`config.mk`:
```
export PLATFORM = sky130hd
export DESIGN_NAME = ref_clock_select_lock_detect
export DESIGN_NICKNAME = d
export VERILOG_FILES = /design/src/core/ref_select_pkg.sv /design/src/core/ref_clock_select_lock_detect.sv
export SDC_FILE = /design/constraint.sdc
export NUM_CORES = 1
export LEC_CHECK = 0
export BUFFER_PORTS_ARGS = -buffer_cell sky130_fd_sc_hd__buf_2
export CORE_MARGIN = 2
export CORE_UTILIZATION = 58
export CTS_CLUSTER_DIAMETER = 100
export DETAILED_ROUTE_END_ITERATION = 10
export PLACE_DENSITY = 0.82
export SYNTH_ARGS = -nofsm -noshare
export SYNTH_HDL_FRONTEND = slang
export SYNTH_SLANG_ARGS = --single-unit
```
`constraint.sdc`:
```
create_clock -name clk -period 3.79 [get_ports clk]
set_input_delay 0.1895 -clock clk [delete_from_list [all_inputs] [get_ports clk]]
set_output_delay 0.1895 -clock clk [all_outputs]
set_load 0.05 [all_outputs]
```
`src/core/ref_select_pkg.sv`:
```
// Constants for reference input selection and digital lock detect
// Overview of operation
// - Mode 0, 1 or 2 fixes the active reference to input 0, 1 or 2.
// - Manual mode keeps the chosen input buffer running despite its enable bit.
// - After holdover in manual mode the same input is relocked.
// - Mode 3 picks the active input from the two select pins.
// - A select pin counts only when typed as input; otherwise it reads low.
// - One invert bit flips both select pins before decoding.
// - Pins 00, 01, 10 pick inputs 0, 1, 2; 11 forces holdover.
// - Pin mode keeps the pin-chosen input buffer running despite its enable bit.
// - Mode 4 advances round-robin 0, 1, 2, 0 on each switch event.
// - Automatic mode skips inputs whose buffer enable is cleared.
// - Entering automatic mode keeps the current input when the first PLL is locked.
// - Each PLL has its own lock detector run on every phase comparison.
// - An in-window comparison increments the lock count while unlocked.
// - Lock asserts when the count reaches the programmed target.
// - Lock drops on the first out-of-window comparison.
// - Each status pin shows first PLL, second PLL, or both combined.
// - Holdover drops first PLL lock and raises a holdover status.
package ref_select_pkg;
   localparam logic [2:0] MODE_MANUAL_0 = 3'h0;
   localparam logic [2:0] MODE_MANUAL_1 = 3'h1;
   localparam logic [2:0] MODE_MANUAL_2 = 3'h2;
   localparam logic [2:0] MODE_PIN      = 3'h3;
   localparam logic [2:0] MODE_AUTO     = 3'h4;
   localparam logic [1:0] STATUS_FIRST  = 2'h0;
   localparam logic [1:0] STATUS_SECOND = 2'h1;
   localparam logic [1:0] STATUS_BOTH   = 2'h2;
   localparam logic [1:0] STATUS_HOLD   = 2'h3;
   localparam logic [1:0] INPUT_0       = 2'h0;
   localparam logic [1:0] INPUT_1       = 2'h1;
   localparam logic [1:0] INPUT_2       = 2'h2;
   localparam logic [1:0] PINS_HOLD     = 2'h3;
   localparam int         COUNT_WIDTH   = 16;
   typedef enum logic [1:0] {
      DET_SEARCH = 2'h0,
      DET_LOCKED = 2'h1
   } det_state_t;
endpackage

```
`src/core/ref_clock_select_lock_detect.sv`:
```
// Reference input selection with lock detect for two PLLs
`timescale 1ns/1ps
module ref_clock_select_lock_detect #(
   parameter int COUNT_WIDTH = ref_select_pkg::COUNT_WIDTH
) (
   input  wire logic                   clk,
   input  wire logic                   srst,
   input  wire logic [2:0]             input_select_mode,
   input  wire logic [2:0]             input_buffer_enable,
   input  wire logic                   select_pin_0,
   input  wire logic                   select_pin_1,
   input  wire logic [1:0]             select_pin_type,
   input  wire logic                   select_pin_invert,
   input  wire logic                   switchEvent,
   input  wire logic                   holdoverExit,
   input  wire logic                   firstCompare,
   input  wire logic                   firstInWindow,
   input  wire logic                   secondCompare,
   input  wire logic                   secondInWindow,
   input  wire logic [COUNT_WIDTH-1:0] first_pll_lock_count_target,
   input  wire logic [COUNT_WIDTH-1:0] second_pll_lock_count_target,
   input  wire logic [1:0]             statusSelectA,
   input  wire logic [1:0]             statusSelectB,
   output logic [1:0]                  activeInput,
   output logic [2:0]                  bufferRun,
   output logic                        holdover,
   output logic                        first_pll_lock,
   output logic                        secondPllLock,
   output logic                        status_pin_a,
   output logic                        status_pin_b
);
   // Elaboration check: count must fit in a sane register
   if (COUNT_WIDTH < 1 || COUNT_WIDTH > 32) begin : gBadWidth
      $error("COUNT_WIDTH out of range");
   end

   ref_select_pkg::det_state_t firstState;
   ref_select_pkg::det_state_t next_firstState;
   ref_select_pkg::det_state_t secondState;
   ref_select_pkg::det_state_t next_secondState;
   logic [COUNT_WIDTH-1:0] firstCount;
   logic [COUNT_WIDTH-1:0] next_firstCount;
   logic [COUNT_WIDTH-1:0] secondCount;
   logic [COUNT_WIDTH-1:0] next_secondCount;
   logic [1:0]             next_activeInput;
   logic                   next_holdover;
   logic [2:0]             prevMode;
   logic                   firstLockRaw;
   logic [1:0]             pinCode;
   logic                   pin0Level;
   logic                   pin1Level;

   // Next enabled input after cur in 0,1,2 order; stays put if none other enabled
   function automatic logic [1:0] nextEnabled(input logic [1:0] cur, input logic [2:0] en);
      logic [1:0] cand;
      logic [1:0] result;
      cand   = cur;
      result = cur;
      for (int i = 0; i < 3; i++) begin
         cand = (cand == ref_select_pkg::INPUT_2) ? ref_select_pkg::INPUT_0 : cand + 2'h1;
         if (en[cand] && result == cur && cand != cur) begin
            result = cand;
         end
      end
      return result;
   endfunction

   // Lock detector step shared by both PLLs
   function automatic logic [COUNT_WIDTH:0] detStep(input logic locked,
                                                    input logic cmp,
                                                    input logic inWin,
                                                    input logic [COUNT_WIDTH-1:0] cnt,
                                                    input logic [COUNT_WIDTH-1:0] tgt);
      logic [COUNT_WIDTH-1:0] c;
      logic                   l;
      c = cnt;
      l = locked;
      if (cmp) begin
         if (!inWin) begin
            c = '0;
            l = 1'b0;
         end else if (!locked) begin
            if (cnt != {COUNT_WIDTH{1'b1}}) begin
               c = cnt + 1'b1;
            end
            if (c >= tgt) begin
               l = 1'b1;
            end
         end
      end
      return {l, c};
   endfunction

   // Pin levels: common inversion, then output-typed pins read low
   always_comb begin
      pin0Level = select_pin_type[0] & (select_pin_0 ^ select_pin_invert);
      pin1Level = select_pin_type[1] & (select_pin_1 ^ select_pin_invert);
      pinCode   = {pin1Level, pin0Level};
   end

   // Active input and holdover selection
   always_comb begin
      next_activeInput = activeInput;
      next_holdover    = holdover;
      case (input_select_mode)
         ref_select_pkg::MODE_MANUAL_0,
         ref_select_pkg::MODE_MANUAL_1,
         ref_select_pkg::MODE_MANUAL_2: begin
            next_activeInput = input_select_mode[1:0];
            if (holdoverExit) begin
               next_holdover = 1'b0;
            end
         end
         ref_select_pkg::MODE_PIN: begin
            if (pinCode == ref_select_pkg::PINS_HOLD) begin
               next_holdover = 1'b1;
            end else begin
               next_activeInput = pinCode;
               next_holdover    = 1'b0;
            end
         end
         ref_select_pkg::MODE_AUTO: begin
            if (holdoverExit) begin
               next_holdover = 1'b0;
            end
            // On entry keep the current input when locked or enabled, else jump to an enabled one
            if (prevMode != ref_select_pkg::MODE_AUTO) begin
               if (!first_pll_lock && !input_buffer_enable[activeInput]) begin
                  next_activeInput = nextEnabled(activeInput, input_buffer_enable);
               end
            end else if (switchEvent || !input_buffer_enable[activeInput]) begin
               next_activeInput = nextEnabled(activeInput, input_buffer_enable);
            end
         end
         default: begin
            next_activeInput = activeInput;
         end
      endcase
   end

   // Buffer run: enable bits, with the manual or pin choice forced on
   always_comb begin
      bufferRun = input_buffer_enable;
      if (input_select_mode <= ref_select_pkg::MODE_PIN) begin
         bufferRun[activeInput] = 1'b1;
      end
   end

   // Lock detector next state for both PLLs
   always_comb begin
      logic [COUNT_WIDTH:0] r1;
      logic [COUNT_WIDTH:0] r2;
      r1 = detStep(firstState == ref_select_pkg::DET_LOCKED, firstCompare, firstInWindow,
                   firstCount, first_pll_lock_count_target);
      r2 = detStep(secondState == ref_select_pkg::DET_LOCKED, secondCompare, secondInWindow,
                   secondCount, second_pll_lock_count_target);
      next_firstCount  = r1[COUNT_WIDTH-1:0];
      next_secondCount = r2[COUNT_WIDTH-1:0];
      next_firstState  = r1[COUNT_WIDTH] ? ref_select_pkg::DET_LOCKED : ref_select_pkg::DET_SEARCH;
      next_secondState = r2[COUNT_WIDTH] ? ref_select_pkg::DET_LOCKED : ref_select_pkg::DET_SEARCH;
   end

   // Registers for selection and detectors
   always_ff @(posedge clk) begin
      if (srst) begin
         activeInput <= ref_select_pkg::INPUT_0;
         holdover    <= 1'b0;
         prevMode    <= ref_select_pkg::MODE_MANUAL_0;
         firstState  <= ref_select_pkg::DET_SEARCH;
         secondState <= ref_select_pkg::DET_SEARCH;
         firstCount  <= '0;
         secondCount <= '0;
      end else begin
         activeInput <= next_activeInput;
         holdover    <= next_holdover;
         prevMode    <= input_select_mode;
         firstState  <= next_firstState;
         secondState <= next_secondState;
         firstCount  <= next_firstCount;
         secondCount <= next_secondCount;
      end
   end

   // Holdover masks first lock; detector keeps counting so exit can be seen
   assign firstLockRaw   = (firstState == ref_select_pkg::DET_LOCKED);
   assign first_pll_lock = firstLockRaw & ~holdover;
   assign secondPllLock  = (secondState == ref_select_pkg::DET_LOCKED);

   // Status pin routing
   function automatic logic statusMux(input logic [1:0] sel, input logic l1, input logic l2,
                                      input logic h);
      case (sel)
         ref_select_pkg::STATUS_FIRST:  return l1;
         ref_select_pkg::STATUS_SECOND: return l2;
         ref_select_pkg::STATUS_BOTH:   return l1 & l2;
         default:                       return h;
      endcase
   endfunction

   always_comb begin
      status_pin_a = statusMux(statusSelectA, first_pll_lock, secondPllLock, holdover);
      status_pin_b = statusMux(statusSelectB, first_pll_lock, secondPllLock, holdover);
   end
endmodule

```
**After elaboration in Yosys (flattened, before gate mapping)**

Cells that the tools add are included.

- Bits in registers: 42
- Bits of input ports: 55
- Logic and storage cells: 146

- Add/subtract/negate cells: 5
- $lt $le $gt $ge: 8
- Equal/unequal tests: 30
- Muxes and demuxes: 63
- Bitwise gates (word level): 8
- Reductions and logical operators: 25

Operators with widths:

| cell | number |
|---|---|
| 16-bit 2-to-1 mux | 12 |
| 2-bit 2-to-1 mux | 24 |
| 16-bit by 1-bit adder with 16-bit output (second input constant) | 2 |
| 16-bit greater-or-equal comparator | 2 |
| 16-bit != test (second input constant) | 2 |
| 1-bit 2-to-1 mux | 17 |
| 2-bit == test (second input constant) | 6 |
| 2-bit by 3-bit < comparator with 1-bit output (second input constant) | 4 |
| 1-bit logical AND | 11 |
| 3-bit != test (second input constant) | 3 |
| 1-bit binary-select mux with 2-bit select | 4 |
| 2-bit by 1-bit == test with 1-bit output (second input constant) | 4 |
| 2-bit == test | 4 |
| 2-bit by 1-bit adder with 2-bit output (second input constant) | 3 |
| 3-bit by 2-bit == test with 1-bit output (second input constant) | 2 |
| 2-bit != test | 3 |
| 2-bit != test (second input constant) | 3 |
| 1-bit one-hot mux with 3 select lines | 2 |
| 2-bit one-hot mux with 3 select lines | 1 |
| 2-bit AND reduction | 3 |
| 1-bit AND | 4 |
| 2-bit zero test | 2 |
| 4-bit AND reduction | 1 |
| 4-bit OR reduction | 1 |
| 17 further kinds | 19 |

**Logic depth before layout (Yosys ltp)**

Gate-level depths: netlist of run 1.

- Depth in word-level cells: 23
- Gate-level depth with buffers: 14

**Worst setup path before layout of run 1**

No wires, ideal clock.

- Path kind: reg-to-reg
- Start: register firstCount[0]
- End: register firstState[0]
- Library setup time: 0.124 ns
- Arrival: 2.622 ns
- Required time: 3.666 ns
- Setup slack: 1.044 ns
- Stages on the path, launching flop included: 14
- Clock period less this slack: 2.746 ns
- Cells stage by stage: dfxtp_1 -> ha_1 -> and3_1 -> nand4_1 -> or3_1 -> buf_2 -> mux2_2 -> ha_1 -> a21o_1 -> a21o_1 -> a21oi_1 -> nor2b_1 -> o21ai_0 -> a21oi_1

- Word-level cells in the longest chain between the ends: 11
- Elaborated cells between the ends (all ways): 12
- Those cells by class: 1 x add/sub; 1 x order compare; 1 x eq/ne; 9 x mux

Ends and longest elaborated chain:

| what | RTL line | text |
|---|---|---|
| start, declared | ref_clock_select_lock_detect.sv:41 | `logic [COUNT_WIDTH-1:0] firstCount;` |
| start signal, assigned | ref_clock_select_lock_detect.sv:179 | `firstCount <= next_firstCount;` |
| 16-bit by 1-bit adder with 16-bit output / 16-bit != test (equally long branches) | ref_clock_select_lock_detect.sv:84, ref_clock_select_lock_detect.sv:83 |  |
| 16-bit 2-to-1 mux * | ref_clock_select_lock_detect.sv:83 | `if (cnt != {COUNT_WIDTH{1'b1}}) begin` |
| 16-bit 2-to-1 mux * | ref_clock_select_lock_detect.sv:82 | `end else if (!locked) begin` |
| 16-bit 2-to-1 mux * | ref_clock_select_lock_detect.sv:79 | `if (!inWin) begin` |
| 16-bit 2-to-1 mux * | ref_clock_select_lock_detect.sv:78 | `if (cmp) begin` |
| 16-bit greater-or-equal comparator * | ref_clock_select_lock_detect.sv:86 | `if (c >= tgt) begin` |
| 1-bit 2-to-1 mux * | ref_clock_select_lock_detect.sv:86 |  |
| 1-bit 2-to-1 mux * | ref_clock_select_lock_detect.sv:82 |  |
| 1-bit 2-to-1 mux * | ref_clock_select_lock_detect.sv:79 |  |
| 1-bit 2-to-1 mux * | ref_clock_select_lock_detect.sv:78 |  |
| 1-bit 2-to-1 mux * | ref_clock_select_lock_detect.sv:159 | `next_firstState = r1[COUNT_WIDTH] ? ref_select_pkg::DET_LOCKED : ref_select_pkg::DET_SEARCH;` |
| end signal, assigned | ref_clock_select_lock_detect.sv:169 | `firstState <= ref_select_pkg::DET_SEARCH;` |
| end signal, assigned | ref_clock_select_lock_detect.sv:177 | `firstState <= next_firstState;` |
| end, declared | ref_clock_select_lock_detect.sv:37 | `ref_select_pkg::det_state_t firstState;` |

Mark *: on every way between the ends. The rest lies on a longest branch, timed or not. The select of a mux whose other input is x is not followed.
A chain may end at the register's enable or synchronous reset.

**Final worst setup path of run 1**

Same ends and word-level chain as after synthesis.

==> qor.log, run 1 <==
INFO  logic_synthesis async_sr_flop_fraction=0%
INFO  detailed_routing drt_wl_total=8790um
INFO  detailed_routing drt-pass1-iter-count=5
INFO  logic_synthesis synth_top_cells_by_count=44 x sky130_fd_sc_hd__nor2_1, 43 x sky130_fd_sc_hd__a21oi_1, 40 x sky130_fd_sc_hd__dfxtp_1, 40 x sky130_fd_sc_hd__ha_1, 40 x sky130_fd_sc_hd__inv_1
INFO  die            die_height=84.8um
INFO  status         status=finished, final reports clean
INFO  worst_setup_path critPathRequiredTime=3970ps
INFO  finish         drive_gt1_share=17.5%
INFO  timing         hold-worst-slack=189ps
INFO  logic_synthesis synth-seq-cells=40
INFO  logic_synthesis adder_and_majority_cell_fraction_of_the_synthesized_area=13.2%
INFO  worst_setup_path setup.worst_path.start_class=flop
INFO  timing         relSlewSlack=53.3%
INFO  logic_synthesis synth_area_leaders=sky130_fd_sc_hd__dfxtp_1 21%, sky130_fd_sc_hd__ha_1 13%, sky130_fd_sc_hd__a21oi_1 5.7%
INFO  power          pwr-share-comb=24.6%
INFO  placement      dpl_cell_area=0.00412mm^2
INFO  die            placement_row_count=29
INFO  timing         timing.setup.tns=0ps
INFO  clock_network  post-cts-setup-buffers=0
INFO  logic_synthesis synth_largest_area_cell=sky130_fd_sc_hd__dfxtp_1
INFO  job            drv_cap=0
INFO  global_routing grt_remaining_overflow=0
INFO  timing         setup_skew_after_layout=15.0ps
INFO  placement      place.port_buffers=64
INFO  logic_synthesis ys.warnings.count=0
INFO  die            initial_utilization=59.6%
INFO  detailed_routing detail_route.drc_violations=0
INFO  die            die_width=84.8um
INFO  power          total_switching_power=287uW
INFO  power          power.ir.vdd_worst=0.000165V
INFO  finish         antenna_cells_inserted=0
INFO  global_routing grt_first_pass_wirelength=15300um
INFO  logic_synthesis synth_top_family_by_area=simple AND/OR/NAND/NOR gates
INFO  logic_synthesis post_synth_and_or_nand_nor_area_fraction=27.4%
INFO  worst_setup_path cp_data_arrival_time=3330ps
INFO  finish         stdcell_area=0.00420mm^2
INFO  clock_network  ctsRootBufferMaster=sky130_fd_sc_hd__clkbuf_8
INFO  logic_synthesis synth.yosys.seq_area_share=21.1%
INFO  finish         final_core_util=66.1%
INFO  clock_network  cts-htree-levels=2
INFO  logic_synthesis post-synth-top-area-fraction=21.1%
INFO  logic_synthesis synth_compound_area_share=23.7%
INFO  global_routing grt_pass1_vias=3532
INFO  worst_setup_path crit_path_max_fanout=10
INFO  finish         fillCellCount=548
INFO  die            die_area=0.00719mm^2
INFO  clock_network  cts_hold_buf=0
INFO  clock_network  post_cts.resized_instances=0
INFO  detailed_routing dr_total_vias=3773
INFO  clock_network  tritoncts=built
INFO  power          sequential_power_share=47.1%
INFO  timing         layout_min_cycle_time=3150ps
INFO  power          power.density=223mW/mm^2
INFO  clock_network  worst_skew_pair.late_latency=290ps
INFO  logic_synthesis syn-instance-count=498
INFO  clock_network  cts.clk_slew.worst_paths=80ps
INFO  die            i_o_pin_total=65
INFO  global_routing grt_util_all_layers=25.1%
INFO  clock_network  clock_sink_count=40
INFO  power          report.power.total=938uW
INFO  power          power_leakage=0.00200uW
INFO  logic_synthesis synth_xor_area_share=5.09%
INFO  logic_synthesis ys_types=72
INFO  timing         max_slew.worst_pin.slew=698ps
INFO  placement      globalplace.congestion=0.896
INFO  timing         grt_setup_unrepaired=no
INFO  logic_synthesis syn_area_per_cell=7.61um^2
INFO  global_routing initial_antenna_violation_count=0
INFO  hold_path      worst_hold_path_type=in2reg
INFO  power          clk_network_pwr_share=28.4%
INFO  power          p_sw_share=30.6%
INFO  timing         timing_max_transition_violations_final=0
INFO  detailed_routing drt.antenna.violating_nets=0
INFO  clock_network  clock_path_buffers=2
INFO  global_routing grt_start_max_net_pins=34
INFO  logic_synthesis syn-num-nets=593
INFO  logic_synthesis synth_enable_flop_cells=0
INFO  power          power.internal=651uW
INFO  detailed_routing detail_route.vias_per_cell=5.98
INFO  timing         setup-violations-final=0
INFO  logic_synthesis ys.flop_type=sky130_fd_sc_hd__dfxtp_1
INFO  timing         fmax=317MHz
INFO  worst_setup_path critical_path_capture_point_type=flop
INFO  logic_synthesis proportion_of_synthesized_area_in_mux_cells=3.24%
INFO  detailed_routing post_drt_wl_per_cell=13.9um
INFO  timing         timing_hold_violations_final=0
INFO  logic_synthesis synth.cell_area=0.00379mm^2
INFO  clock_network  cts_inserted_buffers=5
INFO  logic_synthesis most_common_cell_in_the_netlist=sky130_fd_sc_hd__nor2_1
INFO  worst_setup_path worstSetupPathType=reg2reg
INFO  die            fp.coreArea=0.00635mm^2
INFO  timing         post-route-period-util=83.1%
INFO  detailed_routing drt-initial-drc-count=232
INFO  placement      dpl.hpwl=6940um
INFO  finish         area.growth.synth_to_final=10.8%
INFO  finish         nNetsFinal=649
[final cells by class]
| type | count | area (um^2) | area share, % |
|---|---|---|---|
| inverters | 41 | 154 | 3.67 |
| flip-flops and latches | 40 | 801 | 19.1 |
| clock buffers | 6 | 72.6 | 1.73 |
| well taps | 77 | 96.3 | 2.30 |
| repair buffers | 64 | 320 | 7.63 |
| clock inverters | 1 | 5.00 | 0.119 |
| multi-input cells | 402 | 2750 | 65.5 |
[power by group through the flow]
stage / Clock, uW / Sequential (uW) / Combinational [uW]
finish: 266 / 442 / 230
global route: 290 / 443 / 258
CTS: 269 / 441 / 229
detailed placement: 0 / 451 / 228
global placement: 0 / 451 / 221
floorplan: 0 / 451 / 162
[placed cells by master, fill, tap and decap left out, types with 11 or more instances in the layout]
master,count
sky130_fd_sc_hd__a21o_1,14
sky130_fd_sc_hd__a21oi_1,43
sky130_fd_sc_hd__a31oi_1,12
sky130_fd_sc_hd__buf_2,64
sky130_fd_sc_hd__dfxtp_1,40
sky130_fd_sc_hd__ha_1,40
sky130_fd_sc_hd__inv_1,40
sky130_fd_sc_hd__nand2_1,39
sky130_fd_sc_hd__nand2b_1,13
sky130_fd_sc_hd__nand3_1,11
sky130_fd_sc_hd__nand4_1,13
sky130_fd_sc_hd__nor2_1,44
sky130_fd_sc_hd__nor2b_1,11
sky130_fd_sc_hd__nor3_1,15
sky130_fd_sc_hd__o21ai_0,22
sky130_fd_sc_hd__xnor2_1,12
[worst paths after layout]
path | endpoint | cells past startpoint | start | slack (ps)
worst max register to register | firstState[0] | 12 | firstCount[0] | 640
worst min-delay path | holdover | 4 | holdoverExit | 190
worst min register to register | secondCount[6] | 2 | secondCount[6] | 510
worst max-delay path | firstState[0] | 12 | firstCount[0] | 640
[per-layer routing]
metal	GRT usage [%]	vias up	share of wire [%]
met5	0	-	0
met4	8.80	0	2.0
met1	33.8	1717	46
met3	3.70	19	6.1
li1	-	1896	-
met2	41.2	141	46
[critical path, stage by stage (launching register included)]
cell                      delay, ps
sky130_fd_sc_hd__dfxtp_1        440
sky130_fd_sc_hd__ha_1           270
sky130_fd_sc_hd__and3_1         190
sky130_fd_sc_hd__nand4_1        150
sky130_fd_sc_hd__or3_1          540
sky130_fd_sc_hd__mux2_2         330
sky130_fd_sc_hd__ha_1           270
sky130_fd_sc_hd__a21o_1         160
sky130_fd_sc_hd__a21o_1         170
sky130_fd_sc_hd__a21oi_1        150
sky130_fd_sc_hd__nor2b_1         60
sky130_fd_sc_hd__o21ai_0        220
sky130_fd_sc_hd__a21oi_1        100
[through the flow]
stage / instances / setup WS, ps
after CTS: 631 / 608
after floorplan: 498 / 1040
final: 631 / 639
after global routing: 631 / 352
after detailed placement: 624 / 626
after global placement: 624 / 750
[logic make-up (layout without fill, tap and decap cells)]
group	count (synthesis)	in the layout
compound gates	138	138
xor+xnor	22	22
fa+ha+maj	40	40
buf+inv	56	112
flops	40	40
mux	11	11
simple gates	191	191
[flip-flops by register name, summed over array words and instances, names as in the netlist]
name	count
activeInput	2
firstCount	16
firstState	1
holdover	1
prevMode	3
secondCount	16
secondState	1
(Power assumes the default switching activity.)
==> run 2: changes to the inputs <==
- clock period: 3.79 -> 2.9 ns (I/O delays scaled with it)
==> run 2 against run 1 <==
Compared with the run above:
- final area up 9.2%
- setup slack worse by 570 ps
- register-to-register slack worse by 570 ps
- clock skew shrank 2.7 ps
- non-clock buffer count rose by 34
- worst hold slack worse by 61 ps
- clock power grew 44%
- fmax rose by 11%
- cell count grew 5.5%
- clock-buffer cell count shrank 1
- critical endpoint is now secondState[0]
- largest power group unchanged
==> qor.log, run 2 (synthesized netlist as in run 1, its figures left out) <==
INFO  clock_network  worst_skew_pair.late_latency=300ps [was 290 ps]
INFO  power          pwr-share-comb=25.4% [was 24.6%]
INFO  finish         fillCellCount=481 [was 548]
INFO  detailed_routing drt-initial-drc-count=267 [was 232]
INFO  worst_setup_path worst-r2r-cell-count=13 [was 12]
INFO  timing         max_slew.worst_pin.slew=745ps [was 698 ps]
INFO  global_routing grt_remaining_overflow=0 [unchanged]
INFO  power          power.ir.vdd_worst=0.000235V [was 0.000165 V]
INFO  timing         timing.setup.tns=0ps [unchanged]
INFO  detailed_routing detail_route.drc_violations=0 [unchanged]
INFO  timing         fin_ws=65.2ps [was 639 ps]
INFO  timing         hold-worst-slack=128ps [was 189 ps]
INFO  die            initial_utilization=59.6% [unchanged]
INFO  placement      place.port_buffers=64 [unchanged]
INFO  detailed_routing drt-pass1-iter-count=7 [was 5]
INFO  global_routing initial_antenna_violation_count=0 [unchanged]
INFO  die            die_height=84.8um [unchanged]
INFO  global_routing grt_start_max_net_pins=34 [unchanged]
INFO  hold_path      worst_hold_path_type=in2reg [unchanged]
INFO  power          total_switching_power=413uW [was 287 uW]
INFO  worst_setup_path critPathRequiredTime=3090ps [was 3970 ps]
INFO  global_routing grt_util_all_layers=26.5% [was 25.1%]
INFO  detailed_routing post_drt_wl_per_cell=14.9um [was 13.9 um]
INFO  finish         antenna_cells_inserted=0 [unchanged]
INFO  die            i_o_pin_total=65 [unchanged]
INFO  timing         grt_setup_unrepaired=yes [was no]
INFO  placement      dpl_cell_area=0.00429mm^2 [was 0.00412 mm^2]
INFO  status         status=finished, final reports clean [unchanged]
INFO  detailed_routing detail_route.vias_per_cell=5.97 [was 5.98]
INFO  detailed_routing drt.antenna.violating_nets=0 [unchanged]
INFO  finish         layout_common_cells=64 x sky130_fd_sc_hd__buf_2, 41 x sky130_fd_sc_hd__a21oi_1, 40 x sky130_fd_sc_hd__inv_1, 39 x sky130_fd_sc_hd__nand2_1, 39 x sky130_fd_sc_hd__nor2_1 [was 64 x sky130_fd_sc_hd__buf_2, 44 x sky130_fd_sc_hd__nor2_1, 43 x sky130_fd_sc_hd__a21oi_1]
INFO  hold_path      hold-path-cell-count=4 [unchanged]
INFO  power          report.power.total=1280uW [was 938 uW]
INFO  job            drv_cap=0 [unchanged]
INFO  placement      globalplace.congestion=0.913 [was 0.896]
INFO  finish         largest_registers=firstCount: 16 flops, secondCount: 16 flops, prevMode: 3 flops [unchanged]
INFO  power          power_leakage=0.00219uW [was 0.00200 uW]
INFO  clock_network  cts.clk_slew.worst_paths=90ps [was 80 ps]
INFO  die            die_area=0.00719mm^2 [unchanged]
INFO  power          power.density=279mW/mm^2 [was 223 mW/mm^2]
INFO  power          sequential_power_share=44.5% [was 47.1%]
INFO  die            fp.coreArea=0.00635mm^2 [unchanged]
INFO  clock_network  cts_inserted_buffers=5 [unchanged]
INFO  clock_network  clock_sink_count=40 [unchanged]
INFO  timing         timing_hold_violations_final=0 [unchanged]
INFO  timing         fmax=353MHz [was 317 MHz]
INFO  timing         setup-violations-final=0 [unchanged]
INFO  detailed_routing dr_total_vias=3976 [was 3773]
INFO  clock_network  tritoncts=built [unchanged]
INFO  power          p_sw_share=32.3% [was 30.6%]
INFO  finish         area.growth.synth_to_final=21.0% [was 10.8%]
INFO  timing         timing_max_transition_violations_final=0 [unchanged]
INFO  clock_network  cts-htree-levels=2 [unchanged]
INFO  global_routing grt_pass1_vias=3689 [was 3532]
INFO  detailed_routing drt_wl_total=9920um [was 8790 um]
INFO  timing         relSlewSlack=50.2% [was 53.3%]
INFO  worst_setup_path cp_data_arrival_time=3020ps [was 3330 ps]
INFO  clock_network  ctsRootBufferMaster=sky130_fd_sc_hd__clkbuf_8 [unchanged]
INFO  timing         setup_skew_after_layout=12.3ps [was 15.0 ps]
INFO  die            die_width=84.8um [unchanged]
INFO  worst_setup_path crit_path_max_fanout=5 [was 10]
INFO  finish         mostFrequentLayoutCell=sky130_fd_sc_hd__buf_2 [unchanged]
INFO  timing         layout_min_cycle_time=2830ps [was 3150 ps]
INFO  clock_network  clock_path_buffers=2 [unchanged]
INFO  power          clk_network_pwr_share=30.1% [was 28.4%]
INFO  finish         nNetsFinal=683 [was 649]
INFO  die            placement_row_count=29 [unchanged]
INFO  timing         post-route-period-util=97.8% [was 83.1%]
INFO  placement      pre_cts_slack=10.9ps [was 626 ps]
INFO  placement      dpl.hpwl=7290um [was 6940 um]
INFO  finish         drive_gt1_share=27.3% [was 17.5%]
INFO  worst_setup_path worstSetupPathType=reg2reg [unchanged]
INFO  worst_setup_path setup.worst_path.start_class=flop [unchanged]
INFO  power          power.internal=865uW [was 651 uW]
INFO  global_routing grt_first_pass_wirelength=16000um [was 15300 um]
INFO  worst_setup_path critical_path_capture_point_type=flop [unchanged]
INFO  finish         stdcell_area=0.00458mm^2 [was 0.00420 mm^2]
run 2: changes by cell type in the layout (fill, tap and decap cells not counted), moves of 3 or more:
| cell | change |
|---|---|
| sky130_fd_sc_hd__buf_4 | +34 |
| sky130_fd_sc_hd__dfxtp_1 | -10 |
| sky130_fd_sc_hd__dfxtp_2 | +7 |
| sky130_fd_sc_hd__dfxtp_4 | +3 |
| sky130_fd_sc_hd__ha_1 | -3 |
| sky130_fd_sc_hd__nor2_1 | -5 |
| sky130_fd_sc_hd__nor2_2 | +4 |
run 2: path summary, 6_finish.rpt:
kind                                      from  slack (ps)        endpoint
worst min register to register   firstCount[7]         480   firstCount[7]
worst min-delay path              holdoverExit         130        holdover
worst max-delay path            secondCount[0]          70  secondState[0]
worst max register to register  secondCount[0]          70  secondState[0]
run 2: area by class of cell:
| class | instances | area [um^2] | share of cell area, % |
|---|---|---|---|
| clock inverter | 3 | 23.8 | 0.519 |
| tap | 77 | 96.3 | 2.10 |
| sequential | 40 | 821 | 17.9 |
| multi-input combinational | 402 | 2840 | 62.1 |
| inverter | 41 | 154 | 3.36 |
| clock buffer | 5 | 68.8 | 1.50 |
| timing repair buffer | 98 | 576 | 12.6 |
run 2: per-layer routing:
layer	part of all wire, %	wire, um	global-route usage (%)	vias up
li1	-	-	-	1976
met1	44	4380	37.1	1803
met2	47	4690	42.7	178
met3	7.0	693	3.31	19
met4	1.6	161	8.66	0
met5	0	0	0	-
run 2: power groups by stage:
stage / sequential, uW / clock [uW] / combinational (uW)
6_report: 569 / 384 / 325
5_1_grt: 570 / 413 / 363
4_1_cts: 568 / 386 / 316
3_5_place_dp: 581 / 0 / 313
3_3_place_gp: 580 / 0 / 305
2_1_floorplan: 589 / 0 / 212
run 2: per-stage QoR:
step                std cells  utilization (%)
finish                    666             72.2
global route              666             72.2
CTS                       655             69.1
detailed placement        647             67.6
global placement          647             67.6
floorplan                 498                -
run 2: worst max-delay path, stage by stage, from the launching register on:
cell                       delay, ps
sky130_fd_sc_hd__dfxtp_4         370
sky130_fd_sc_hd__ha_2            190
sky130_fd_sc_hd__and4_4          190
sky130_fd_sc_hd__nand4_1         150
sky130_fd_sc_hd__nor2_2           80
sky130_fd_sc_hd__nor3b_2         300
sky130_fd_sc_hd__xor2_1          210
sky130_fd_sc_hd__ha_1            260
sky130_fd_sc_hd__a21o_1          190
sky130_fd_sc_hd__a21o_1          190
sky130_fd_sc_hd__a21oi_2         140
sky130_fd_sc_hd__o211ai_1        130
sky130_fd_sc_hd__nor4_1          240
sky130_fd_sc_hd__a21oi_1          90
run 2: what timing repair did:
action,in CTS,in global routing
setup buffers,0,11
gates cloned,0,0
setup endpoints to repair,2,2
gates resized for setup,2,35
pin swaps,0,17
hold buffers,0,0
